File: config.mk
export PLATFORM = sky130hd
export DESIGN_NAME = peripheral_state_config_regs
export DESIGN_NICKNAME = d
export VERILOG_FILES = /design/src/rtl/periph_pkg.sv /design/src/rtl/periph_power_if.sv /design/src/rtl/periph_power_seq.sv /design/src/rtl/status_pack.sv /design/src/rtl/peripheral_state_config_regs.sv
export VERILOG_INCLUDE_DIRS = /design/src /design/src/rtl
export SDC_FILE = /design/constraint.sdc
export NUM_CORES = 1
export LEC_CHECK = 0
export BUFFER_PORTS_ARGS = -buffer_cell sky130_fd_sc_hd__buf_2
export CORE_MARGIN = 1.5
export CORE_UTILIZATION = 58
export CTS_BUF_LIST = sky130_fd_sc_hd__clkbuf_8 sky130_fd_sc_hd__clkbuf_16
export DETAILED_ROUTE_END_ITERATION = 8
export GPL_TIMING_DRIVEN = 1
export PLACE_DENSITY = 0.86
export RECOVER_POWER = 25
export SETUP_SLACK_MARGIN = 0.5
export SLEW_MARGIN = 20
export SYNTH_ARGS = -nofsm -noshare
export SYNTH_HDL_FRONTEND = slang
export SYNTH_SLANG_ARGS = --single-unit
File: constraint.sdc
create_clock -name aclk -period 5.6 [get_ports aclk]
set_input_delay 0.28 -clock aclk [delete_from_list [all_inputs] [get_ports aclk]]
set_output_delay 0.28 -clock aclk [all_outputs]
set_load 0.02 [all_outputs]
File: src/rtl/periph_consts.svh
// Purpose: named addresses, field positions, reset values and codes
// Assumes: included by the package and by the register block
// Notes:   definitions only
`ifndef PERIPH_CONSTS_SVH
`define PERIPH_CONSTS_SVH

// register byte addresses on the bus
`define ADDR_ENABLE_A     32'h02ac0008
`define ADDR_STATE_A      32'h02ac0014
`define ADDR_STATE_B      32'h02ac0018
`define ADDR_ETH_CFG      32'h02ac0020
`define ADDR_TRACE_PD     32'h02ac0054

// reset values and the enable write mask
`define ENABLE_A_RESET    32'h00000000
`define ETH_CFG_RESET     32'h000c0000
`define ENABLE_A_MASK     32'h00155550

// single-bit fields
`define ETH_RMII_RST_BIT  18
`define TRACE_OFF_BIT     0

// shared peripheral status codes
`define ST_DISABLED       3'h0
`define ST_ENABLED        3'h1
`define ST_POWERDOWN      3'h3
`define ST_IN_PROGRESS    3'h5

// peripheral count and indices
`define NUM_PERIPH        9
`define PI_EMAC           0
`define PI_TIMER0         1
`define PI_TIMER1         2
`define PI_GPIO           3
`define PI_I2C            4
`define PI_SP0            5
`define PI_SP1            6
`define PI_HPI            7
`define PI_PCI            8

// enable bit positions in peripheral_enable_a
`define EN_EMAC           4
`define EN_TIMER1         6
`define EN_TIMER0         8
`define EN_GPIO           10
`define EN_I2C            12
`define EN_SP0            14
`define EN_SP1            16
`define EN_HPI            18
`define EN_PCI            20

// status field low bits
`define POS_EMAC          6
`define POS_TIMER0        9
`define POS_TIMER1        12
`define POS_GPIO          15
`define POS_I2C           18
`define POS_SP0           21
`define POS_SP1           24
`define POS_HPI           27
`define POS_PCI           0

// bus responses
`define RESP_OKAY         2'h0
`define RESP_SLVERR       2'h2

`endif

File: src/rtl/periph_pkg.sv
// Purpose: shared types of the peripheral state and config registers
// Assumes: constants come from periph_consts.svh
// Notes:   one-hot power states, packed state records per module
`include "periph_consts.svh"

package periph_pkg;

  // per-peripheral power sequence
  typedef enum logic [3:0] {
    P_OFF   = 4'h1,
    P_WAKE  = 4'h2,
    P_ON    = 4'h4,
    P_SLEEP = 4'h8
  } power_state_t;

  typedef logic [2:0] status_code_t;

  // register selected by an address
  typedef enum logic [2:0] {
    SEL_NONE, SEL_ENABLE_A, SEL_STATE_A, SEL_STATE_B, SEL_ETH, SEL_TRACE
  } reg_sel_t;

  typedef struct packed {
    power_state_t [`NUM_PERIPH-1:0] st;
  } seq_state_t;

  typedef struct packed {
    logic        aw_held;
    logic [31:0] awaddr;
    logic        w_held;
    logic [31:0] wdata;
    logic [3:0]  wstrb;
    logic        bvalid;
    logic [1:0]  bresp;
    logic        rvalid;
    logic [31:0] rdata;
    logic [1:0]  rresp;
    logic [31:0] enable_a;
    logic [31:0] eth_cfg;
    logic        trace_off;
  } regs_state_t;

endpackage

File: src/rtl/periph_power_if.sv
// Purpose: carries enables, readiness and status between block parts
// Assumes: all signals on aclk
// Notes:   status holds one 3-bit code per peripheral
`include "periph_consts.svh"

interface periph_power_if;
  logic [`NUM_PERIPH-1:0]                 enable;
  logic [`NUM_PERIPH-1:0]                 ready;
  logic [`NUM_PERIPH-1:0]                 sleep;
  periph_pkg::status_code_t [`NUM_PERIPH-1:0] status;

  modport ctl  (output enable, output ready, output sleep, input status);
  modport seq  (input enable, input ready, input sleep, output status);
  modport view (input status);
endinterface

File: src/rtl/periph_power_seq.sv
// Purpose: per-peripheral power state tracking and status codes
// Assumes: enable, ready and sleep are on aclk
// Notes:   one sequencer covers all peripherals in a for loop; a generate loop maps the status codes
`include "periph_consts.svh"

module periph_power_seq (
  // clock and reset
  input  wire logic         aclk,
  input  wire logic         aresetn,
  // peripheral control and status
  periph_power_if.seq       pw
);

  periph_pkg::seq_state_t r;
  periph_pkg::seq_state_t next_r;

  // only documented codes can leave this function
  function automatic periph_pkg::status_code_t code_of(
    input periph_pkg::power_state_t s);
    unique case (s)
      periph_pkg::P_WAKE:  code_of = `ST_IN_PROGRESS;
      periph_pkg::P_ON:    code_of = `ST_ENABLED;
      periph_pkg::P_SLEEP: code_of = `ST_POWERDOWN;
      default:             code_of = `ST_DISABLED;
    endcase
  endfunction

  // next state for each peripheral
  always_comb begin
    next_r = r;
    for (int i = 0; i < `NUM_PERIPH; i++) begin
      if (!pw.enable[i]) begin
        next_r.st[i] = periph_pkg::P_OFF;
      end else begin
        unique case (r.st[i])
          periph_pkg::P_OFF:   next_r.st[i] = periph_pkg::P_WAKE;
          periph_pkg::P_WAKE:  next_r.st[i] = pw.ready[i] ?
                                 periph_pkg::P_ON : periph_pkg::P_WAKE;
          periph_pkg::P_ON:    next_r.st[i] = pw.sleep[i] ?
                                 periph_pkg::P_SLEEP : periph_pkg::P_ON;
          periph_pkg::P_SLEEP: next_r.st[i] = pw.sleep[i] ?
                                 periph_pkg::P_SLEEP : periph_pkg::P_ON;
          default:             next_r.st[i] = periph_pkg::P_OFF;
        endcase
      end
    end
  end

  // state registers
  always_ff @(posedge aclk) begin
    if (!aresetn) begin
      for (int i = 0; i < `NUM_PERIPH; i++) begin
        r.st[i] <= periph_pkg::P_OFF;
      end
    end else begin
      r <= next_r;
    end
  end

  // status code per peripheral
  genvar g;
  generate
    for (g = 0; g < `NUM_PERIPH; g++) begin : g_code
      assign pw.status[g] = code_of(r.st[g]);
    end
  endgenerate

endmodule // periph_power_seq

File: src/rtl/status_pack.sv
// Purpose: places peripheral status codes into the two status words
// Assumes: status codes are always legal
// Notes:   reserved bits read as zero
`include "periph_consts.svh"

module status_pack (
  // status source
  periph_power_if.view      pw,
  // packed words
  output logic [31:0]       state_a,
  output logic [31:0]       state_b
);

  // first status word
  always_comb begin
    state_a = 32'h00000000;
    state_a[`POS_HPI+:3]    = pw.status[`PI_HPI];
    state_a[`POS_SP1+:3]    = pw.status[`PI_SP1];
    state_a[`POS_SP0+:3]    = pw.status[`PI_SP0];
    state_a[`POS_I2C+:3]    = pw.status[`PI_I2C];
    state_a[`POS_GPIO+:3]   = pw.status[`PI_GPIO];
    state_a[`POS_TIMER1+:3] = pw.status[`PI_TIMER1];
    state_a[`POS_TIMER0+:3] = pw.status[`PI_TIMER0];
    state_a[`POS_EMAC+:3]   = pw.status[`PI_EMAC];
  end

  // second status word
  always_comb begin
    state_b = 32'h00000000;
    state_b[`POS_PCI+:3] = pw.status[`PI_PCI];
  end

endmodule // status_pack

File: src/rtl/peripheral_state_config_regs.sv
// Purpose: peripheral status, ethernet config and trace buffer
//          power registers behind an AXI4-Lite slave
// Assumes: one clock aclk (40 MHz), synchronous active-low aresetn;
//          periph_ready and sleep_req come from logic on aclk
// Notes:   one write and one read in flight at most
`include "periph_consts.svh"

module peripheral_state_config_regs (
  // clock and reset
  input  wire logic                   aclk,
  input  wire logic                   aresetn,
  // write address channel
  input  wire logic                   awvalid,
  output logic                        awready,
  input  wire logic [31:0]            awaddr,
  input  wire logic [2:0]             awprot,
  // write data channel
  input  wire logic                   wvalid,
  output logic                        wready,
  input  wire logic [31:0]            wdata,
  input  wire logic [3:0]             wstrb,
  // write response channel
  output logic                        bvalid,
  input  wire logic                   bready,
  output logic [1:0]                  bresp,
  // read address channel
  input  wire logic                   arvalid,
  output logic                        arready,
  input  wire logic [31:0]            araddr,
  input  wire logic [2:0]             arprot,
  // read data channel
  output logic                        rvalid,
  input  wire logic                   rready,
  output logic [31:0]                 rdata,
  output logic [1:0]                  rresp,
  // peripheral side
  output logic [`NUM_PERIPH-1:0]      periph_enable,
  input  wire logic [`NUM_PERIPH-1:0] periph_ready,
  input  wire logic [`NUM_PERIPH-1:0] sleep_req,
  // ethernet and trace control
  output logic                        rmii_reset,
  output logic                        trace_buffer_off
);

  periph_pkg::regs_state_t r;
  periph_pkg::regs_state_t next_r;

  periph_power_if pw ();

  logic [31:0]           state_a;
  logic [31:0]           state_b;
  logic [31:0]           merged;
  periph_pkg::reg_sel_t  wsel;
  periph_pkg::reg_sel_t  rsel;
  logic                  unused_prot;

  // enable bit position of each peripheral, indexed like the status codes
  localparam int EN_POS [`NUM_PERIPH] = '{
    `EN_EMAC, `EN_TIMER0, `EN_TIMER1, `EN_GPIO, `EN_I2C,
    `EN_SP0, `EN_SP1, `EN_HPI, `EN_PCI
  };

  // address decode shared by the read and write paths;
  // low two bits ignored, so unaligned addresses also match their word
  function automatic periph_pkg::reg_sel_t decode(input logic [31:0] a);
    logic [31:0] w;
    w = {a[31:2], 2'h0};
    if (w == `ADDR_ENABLE_A) begin
      decode = periph_pkg::SEL_ENABLE_A;
    end else if (w == `ADDR_STATE_A) begin
      decode = periph_pkg::SEL_STATE_A;
    end else if (w == `ADDR_STATE_B) begin
      decode = periph_pkg::SEL_STATE_B;
    end else if (w == `ADDR_ETH_CFG) begin
      decode = periph_pkg::SEL_ETH;
    end else if (w == `ADDR_TRACE_PD) begin
      decode = periph_pkg::SEL_TRACE;
    end else begin
      decode = periph_pkg::SEL_NONE;
    end
  endfunction

  // byte-lane merge of write data into an old register value
  function automatic logic [31:0] merge_bytes(input logic [31:0] old,
                                              input logic [31:0] data,
                                              input logic [3:0]  strb);
    logic [31:0] m;
    m = old;
    for (int b = 0; b < 4; b++) begin
      if (strb[b]) begin
        m[8*b +: 8] = data[8*b +: 8];
      end
    end
    return m;
  endfunction

  // protection bits carry no meaning here
  assign unused_prot = ^{awprot, arprot};

  // peripheral power sequencers and status word packing
  periph_power_seq u_seq (
    .aclk    (aclk),
    .aresetn (aresetn),
    .pw      (pw.seq)
  );

  status_pack u_pack (
    .pw      (pw.view),
    .state_a (state_a),
    .state_b (state_b)
  );

  // enables come straight from the enable register
  genvar g;
  generate
    for (g = 0; g < `NUM_PERIPH; g++) begin : g_en
      assign periph_enable[g] = r.enable_a[EN_POS[g]];
    end
  endgenerate

  // peripheral feedback into the sequencers
  assign pw.enable = periph_enable;
  assign pw.ready  = periph_ready;
  assign pw.sleep  = sleep_req;

  // decode of the held write address and of the incoming read address
  assign wsel   = decode(r.awaddr);
  assign rsel   = decode(araddr);
  assign merged = merge_bytes(r.eth_cfg, r.wdata, r.wstrb);

  // channel handshakes; no write is taken while bvalid waits, no read while rvalid waits
  assign awready = !r.aw_held && !r.bvalid;
  assign wready  = !r.w_held && !r.bvalid;
  assign arready = !r.rvalid;

  // register outputs
  assign bvalid           = r.bvalid;
  assign bresp            = r.bresp;
  assign rvalid           = r.rvalid;
  assign rdata            = r.rdata;
  assign rresp            = r.rresp;
  assign rmii_reset       = r.eth_cfg[`ETH_RMII_RST_BIT];
  assign trace_buffer_off = r.trace_off;

  // next-state logic of the bus slave and the writable registers
  always_comb begin
    next_r = r;

    // write address and data are taken in either order
    if (awvalid && awready) begin
      next_r.aw_held = 1'b1;
      next_r.awaddr  = awaddr;
    end
    if (wvalid && wready) begin
      next_r.w_held = 1'b1;
      next_r.wdata  = wdata;
      next_r.wstrb  = wstrb;
    end

    // both halves held: commit the write and raise the response
    if (r.aw_held && r.w_held) begin
      next_r.aw_held = 1'b0;
      next_r.w_held  = 1'b0;
      next_r.bvalid  = 1'b1;
      next_r.bresp   = `RESP_OKAY;
      unique case (wsel)
        periph_pkg::SEL_ENABLE_A: begin
          next_r.enable_a = merge_bytes(r.enable_a, r.wdata, r.wstrb)
                            & `ENABLE_A_MASK;
        end
        periph_pkg::SEL_ETH: begin
          // every strobed byte is stored as written; keeping the upper defaults
          // and the low zeros is up to software
          next_r.eth_cfg = merged;
        end
        periph_pkg::SEL_TRACE: begin
          if (r.wstrb[0]) begin
            next_r.trace_off = r.wdata[`TRACE_OFF_BIT];
          end
        end
        periph_pkg::SEL_STATE_A,
        periph_pkg::SEL_STATE_B: begin
          next_r.bresp = `RESP_OKAY;                       // read-only
        end
        periph_pkg::SEL_NONE: begin
          next_r.bresp = `RESP_SLVERR;
        end
      endcase
    end

    // response leaves when the master takes it
    if (r.bvalid && bready) begin
      next_r.bvalid = 1'b0;
    end

    // read: data sampled at the address handshake
    if (arvalid && arready) begin
      next_r.rvalid = 1'b1;
      next_r.rresp  = `RESP_OKAY;
      unique case (rsel)
        periph_pkg::SEL_ENABLE_A: next_r.rdata = r.enable_a;
        periph_pkg::SEL_STATE_A:  next_r.rdata = state_a;
        periph_pkg::SEL_STATE_B:  next_r.rdata = state_b;
        periph_pkg::SEL_ETH:      next_r.rdata = r.eth_cfg;
        periph_pkg::SEL_TRACE: begin
          next_r.rdata = 32'h00000000;
          next_r.rdata[`TRACE_OFF_BIT] = r.trace_off;
        end
        periph_pkg::SEL_NONE: begin
          next_r.rdata = 32'h00000000;
          next_r.rresp = `RESP_SLVERR;
        end
      endcase
    end else if (r.rvalid && rready) begin
      next_r.rvalid = 1'b0;
    end
  end

  // state register with synchronous reset
  always_ff @(posedge aclk) begin
    if (!aresetn) begin
      r           <= '0;
      r.enable_a  <= `ENABLE_A_RESET;
      r.eth_cfg   <= `ETH_CFG_RESET;
      r.trace_off <= 1'b0;
    end else begin
      r <= next_r;
    end
  end

endmodule // peripheral_state_config_regs

# ---- Yosys cells after proc, flatten, opt, wreduce, memory -nomap -nowiden
# Index checks and enable logic that the tools add are counted.
dict set report word_totals {
  register_bits 186
  latchBits 0
  ram_bits 0
  romBits 0
  inputBits 131
  out_inout_bits 52
  n_memories 0
}
dict set report classes {
  n_addsub 0
  mul 0
  div_mod_pow 0
  order_cmp 0
  eq_ne 54
  shift 0
  muxes 51
  bitwise_logic 1
  reduce_logical 43
}
# operator count
set ops {}
lappend ops {{$eq 30x24->1 const B} 10}
lappend ops {{$pmux 32 s6} 1}
lappend ops {{$pmux 4 s3} 9}
lappend ops {{$pmux 3 s3} 9}
lappend ops {{$mux 3} 19}
lappend ops {{$eq 4x1->1 const B} 9}
lappend ops {{$eq 4x2->1 const B} 9}
lappend ops {{$eq 4x3->1 const B} 9}
lappend ops {{$eq 4x4->1 const B} 9}
lappend ops {{$mux 4} 9}
lappend ops {{$reduce_and 3->1} 8}
lappend ops {{$reduce_or 2->1} 11}
lappend ops {{$reduce_and 2->1} 9}
lappend ops {{$eq 3x3->1 const B} 4}
lappend ops {{$logic_and 1x1->1} 8}
lappend ops {{$eq 3x1->1 const B} 2}
lappend ops {{$eq 3x2->1 const B} 2}
lappend ops {{$logic_not 3->1} 2}
lappend ops {{$logic_not 1->1} 4}
lappend ops {{$mux 2} 2}
lappend ops {{$mux 1} 2}
lappend ops {{$reduce_bool 2->1} 1}
lappend ops {{$not 1->1} 1}

# ---- Logic depth before layout (Yosys ltp)
dict set report depth {
  ltp_word 8
  mapped_depth 6
}

# ---- Modules after synthesis
# Synthesis repeated with hierarchy kept, for this count alone.
dict set report hier_totals {
  cells_unflattened 1065
  hier_area_um2 9096.2
}
# mod instances cells_each area_per_inst_um2 seq_area_each_um2
set by_module_without_submodules {}
lappend by_module_without_submodules {peripheral_state_config_regs 1 798 6789.0 2922.8}
lappend by_module_without_submodules {periph_power_seq 1 202 1823.0 720.7}
lappend by_module_without_submodules {status_pack 1 65 484.2 0.0}

# ---- Least setup slack after synthesis
# No wires, ideal clock.
dict set report synth_timing {
  kind {in2reg}
  startpoint {input port araddr[27]}
  endpoint {register r (netlist bit rdata[13])}
  setup_ns 0.070
  arrival_time_ns 1.818
  required_time_ns 5.530
  path_slack_ns 3.711
  stages 5
  cell_sequence {or4b_4 -> or4_1 -> buf_2 -> a2111o_1 -> a21oi_1}
}
dict set report synth_between {
  elab_chain_cells 8
  word_cells_on_any_way 17
  classes_between {10 x eq/ne; 6 x mux; 1 x reduce/logical}
}
# item line_no
set synth_lines {}
lappend synth_lines {{start: declaration} peripheral_state_config_regs.sv:29} ;# input wire logic [31:0] araddr,
lappend synth_lines {{$eq 30x24->1 (no line)} n/a}
lappend synth_lines {{$mux 3} peripheral_state_config_regs.sv:76} ;# end else if (w == `ADDR_TRACE_PD) begin
lappend synth_lines {{$mux 3} peripheral_state_config_regs.sv:74} ;# end else if (w == `ADDR_ETH_CFG) begin
lappend synth_lines {{$mux 3} peripheral_state_config_regs.sv:72} ;# end else if (w == `ADDR_STATE_B) begin
lappend synth_lines {{$mux 3} peripheral_state_config_regs.sv:70} ;# end else if (w == `ADDR_STATE_A) begin
lappend synth_lines {{$mux 3 *} peripheral_state_config_regs.sv:68} ;# if (w == `ADDR_ENABLE_A) begin
lappend synth_lines {{$eq 3x3->1 (tied with other cells)} peripheral_state_config_regs.sv:200} ;# unique case (rsel)
lappend synth_lines {{$pmux 32 s6 *} peripheral_state_config_regs.sv:200}
lappend synth_lines {{end signal: assignment} peripheral_state_config_regs.sv:227} ;# r <= next_r;
lappend synth_lines {{end: declaration} peripheral_state_config_regs.sv:45} ;# periph_pkg::regs_state_t r;
# Mark *: on every way between the ends. The rest lies on a longest branch, timed or not.
# A chain may end at the register's enable or synchronous reset.

==> results.py <==
metrics = {
    "status": {
        "status": "finished, violations left",
        "violations": "max-capacitance violations, max-slew violations",
    },
    "global_routing": {
        "grt_max_degree": 92,
        "grt_pass1_vias": 6708,
        "grt_use_total": 0.2913,
        "antenna_found_initial": 0,
        "grt_overflow_total": 0,
        "grt_pass1_wl_um": 33440,
    },
    "placement": {
        "hpwlAfterDp_um": 14520,
        "pre_cts_ws_ns": 3.101,
        "placed_area_um2": 8706,
        "port_buffers": 170,
        "gp_congestion": 0.8961,
    },
    "floorplanning": {
        "die_w_um": 121.5,
        "die_area_um2": 14760,
        "die_y_um": 121.5,
        "boundaryPins": 183,
        "core_um2": 13770,
        "std_cell_rows": 43,
        "start_util": 0.5912,
    },
    "clocking": {
        "cts_tree": "done",
        "cts_root_buffer": "clkbuf_16",
        "cts_sinks": 182,
        "cts_buffers": 17,
        "clk_latency_ns": 0.43,
        "cts_htree_levels": 4,
        "cts_hold_buf": 0,
        "path_clk_slew_ns": 0.07,
        "ctsResizeCount": 0,
        "postCtsSetupBuffers": 0,
        "clockBufferDepth": 2,
    },
    "route": {
        "route.vias.total": 7563,
        "drc": 0,
        "first_pass_iters": 5,
        "finalWirelength_um": 21400,
        "routedWlPerCell_um": 17.00,
        "viasPerCell": 6.007,
        "drt_iter0_drc": 821,
        "drtAntennaViolNets": 0,
    },
    "synthesis": {
        "ys_ff_latch": 182,
        "synth_cells": 979,
        "synthDistinctLibCells": 61,
        "async_flop_share": 0,
        "syn_area_um2": 8143,
        "ys_seq_area_frac": 0.4474,
        "ys_warn_count": 0,
        "synth_flop_cell": "dfxtp_1",
        "avgSynthCellArea_um2": 8.317,
        "synth_edf_count": 0,
    },
    "timing": {
        "grt_setup_unrepaired": "no",
        "slew_viol_final": 64,
        "hold_viol": 0,
        "fmax_mhz": 286.5,
        "clock_skew_ns": 0.006562,
        "period_share": 0.6233,
        "worst_pin_slew_ns": 2.676,
        "worst_slack_ns": 2.110,
        "min_period_ns": 3.490,
        "setup-violations-final": 0,
        "maxSlewHeadroom": -0.7837,
        "fin_tns_setup_ns": 0,
        "hold_ws_ns": 0.07789,
    },
    "worst_setup_path": {
        "rr_startpoint": "rvalid$_SDFFE_PN0P_",
        "start_kind": "input port",
        "crit_fanout": 63,
        "crit_type": "input port to flip-flop",
        "endpoint_kind": "flip-flop",
        "worst_ep_arrival_time_ns": 3.82,
        "cp-startpoint": "aresetn",
        "required_ns": 5.93,
    },
    "final_layout": {
        "final_cell_mix": "224 x nand2_1, 182 x dfxtp_1, 133 x buf_2",
        "layout.nets": 1198,
        "area.growth.synth_to_final_pct": 13.92,
        "nFillCells": 1163,
        "final_area_um2": 9276,
        "drive_gt1_frac": 0.1761,
        "antenna_cells": 0,
        "final_common_cell": "nand2_1",
    },
    "power_and_ir_drop": {
        "ir_drop_uv": 237.3,
        "p_leak_nw": 3.381,
        "powerDensity_nw_per_um2": 300.8,
        "totalPowerFinal_w": 0.002790,
    },
    "worst_hold_path": {
        "hp-start": "awaddr[18]",
        "hold_path_class": "input port to flip-flop",
    },
    "run": {
        "maxCapViolations": 1,
    },
}
layout make-up:
type,instances,area [um2],share of cell area
Multi-Input combinational cell,672,3881,0.4184
Sequential cell,182,3643,0.3928
Timing Repair Buffer,176,845.8,0.09118
Clock buffer,20,466.7,0.05031
Tap cell,180,225.2,0.02428
Clock inverter,11,146.4,0.01578
Inverter,18,67.56,0.007284
worst max-delay path: stages:
cell      delay (ns)
buf_2           0.07
clkbuf_1        1.88
nand4_1         1.11
o21ai_1         0.44
report_power, final:
group	switching (W)	internal, W
logic	0.000122	0.0000703
clock network	0.000507	0.000738
registers	0.0000236	0.00133
total	0.000652	0.00214
final timing paths:
path | cells past startpoint | end | slack, ns
max | 4 | rdata[9]$_SDFFE_PN0P_ | 2.11
min | 3 | r[158]$_SDFFE_PN0P_ | 0.08
max reg2reg | 4 | rdata[9]$_SDFFE_PN0P_ | 2.97
min reg2reg | 2 | rdata[20]$_SDFFE_PN0P_ | 0.45
Yosys cell counts, types with 4 or more instances:
cell type	n	share of area
nand2_1	225	0.10
a22oi_1	5	0.0046
o31ai_1	16	0.015
o21ai_0	7	0.0043
nor4_1	32	0.025
a21oi_1	103	0.063
o21bai_1	7	0.0065
clkbuf_1	51	0.024
nor3_2	4	0.0049
nor4bb_1	5	0.0061
nand4_1	12	0.0092
dfxtp_1	182	0.45
buf_1	10	0.0046
a31oi_1	6	0.0046
nor4b_1	13	0.014
a2111o_1	8	0.011
mux2i_1	34	0.042
or3b_2	4	0.0043
and3_1	6	0.0046
a21o_1	4	0.0037
nor2_1	23	0.011
xnor2_1	9	0.0097
inv_1	18	0.0083
o21a_1	5	0.0046
buf_4	45	0.041
nor3_1	25	0.015
a211oi_1	5	0.0046
o21ai_1	9	0.0055
nor2b_1	4	0.0031
nand3_1	29	0.018
a32o_1	4	0.0049
nand2b_1	10	0.0077
a221oi_1	8	0.0086
nor3b_1	7	0.0065
registers in the layout (all words and copies together), names as in the netlist:
signal	flops
bresp	1
bvalid	1
periph_enable	9
r	99
rdata	32
rmii_reset	1
rresp	1
rvalid	1
trace_buffer_off	1
u_seq.r	36
kinds of logic after synthesis:
| logic type | share of synthesized area |
|---|---|
| simple gates | 0.2603 |
| compound gates | 0.1587 |
| flops | 0.4474 |
| buf+inv | 0.07913 |
| mux | 0.04318 |
| xor+xnor | 0.01076 |
| other cells | 0.0004605 |
layer usage:
| metal | routed length (um) | track usage | part of all wire |
|---|---|---|---|
| met5 | 0 | 0 | 0 |
| met1 | 9173 | 0.3946 | 0.43 |
| met2 | 9763 | 0.4492 | 0.46 |
| met3 | 1931 | 0.07425 | 0.090 |
| met4 | 529 | 0.1059 | 0.025 |
metrics by stage:
| step | util | cells |
|---|---|---|
| 5_1_grt | 0.6735 | 1259 |
| 4_1_cts | 0.6766 | 1259 |
| 6_report | 0.6735 | 1259 |
| 3_5_place_dp | 0.6321 | 1228 |
| 3_3_place_gp | 0.6319 | 1228 |
| 2_1_floorplan | - | 980 |
No activity file was read; power rests on OpenSTA's default activity.
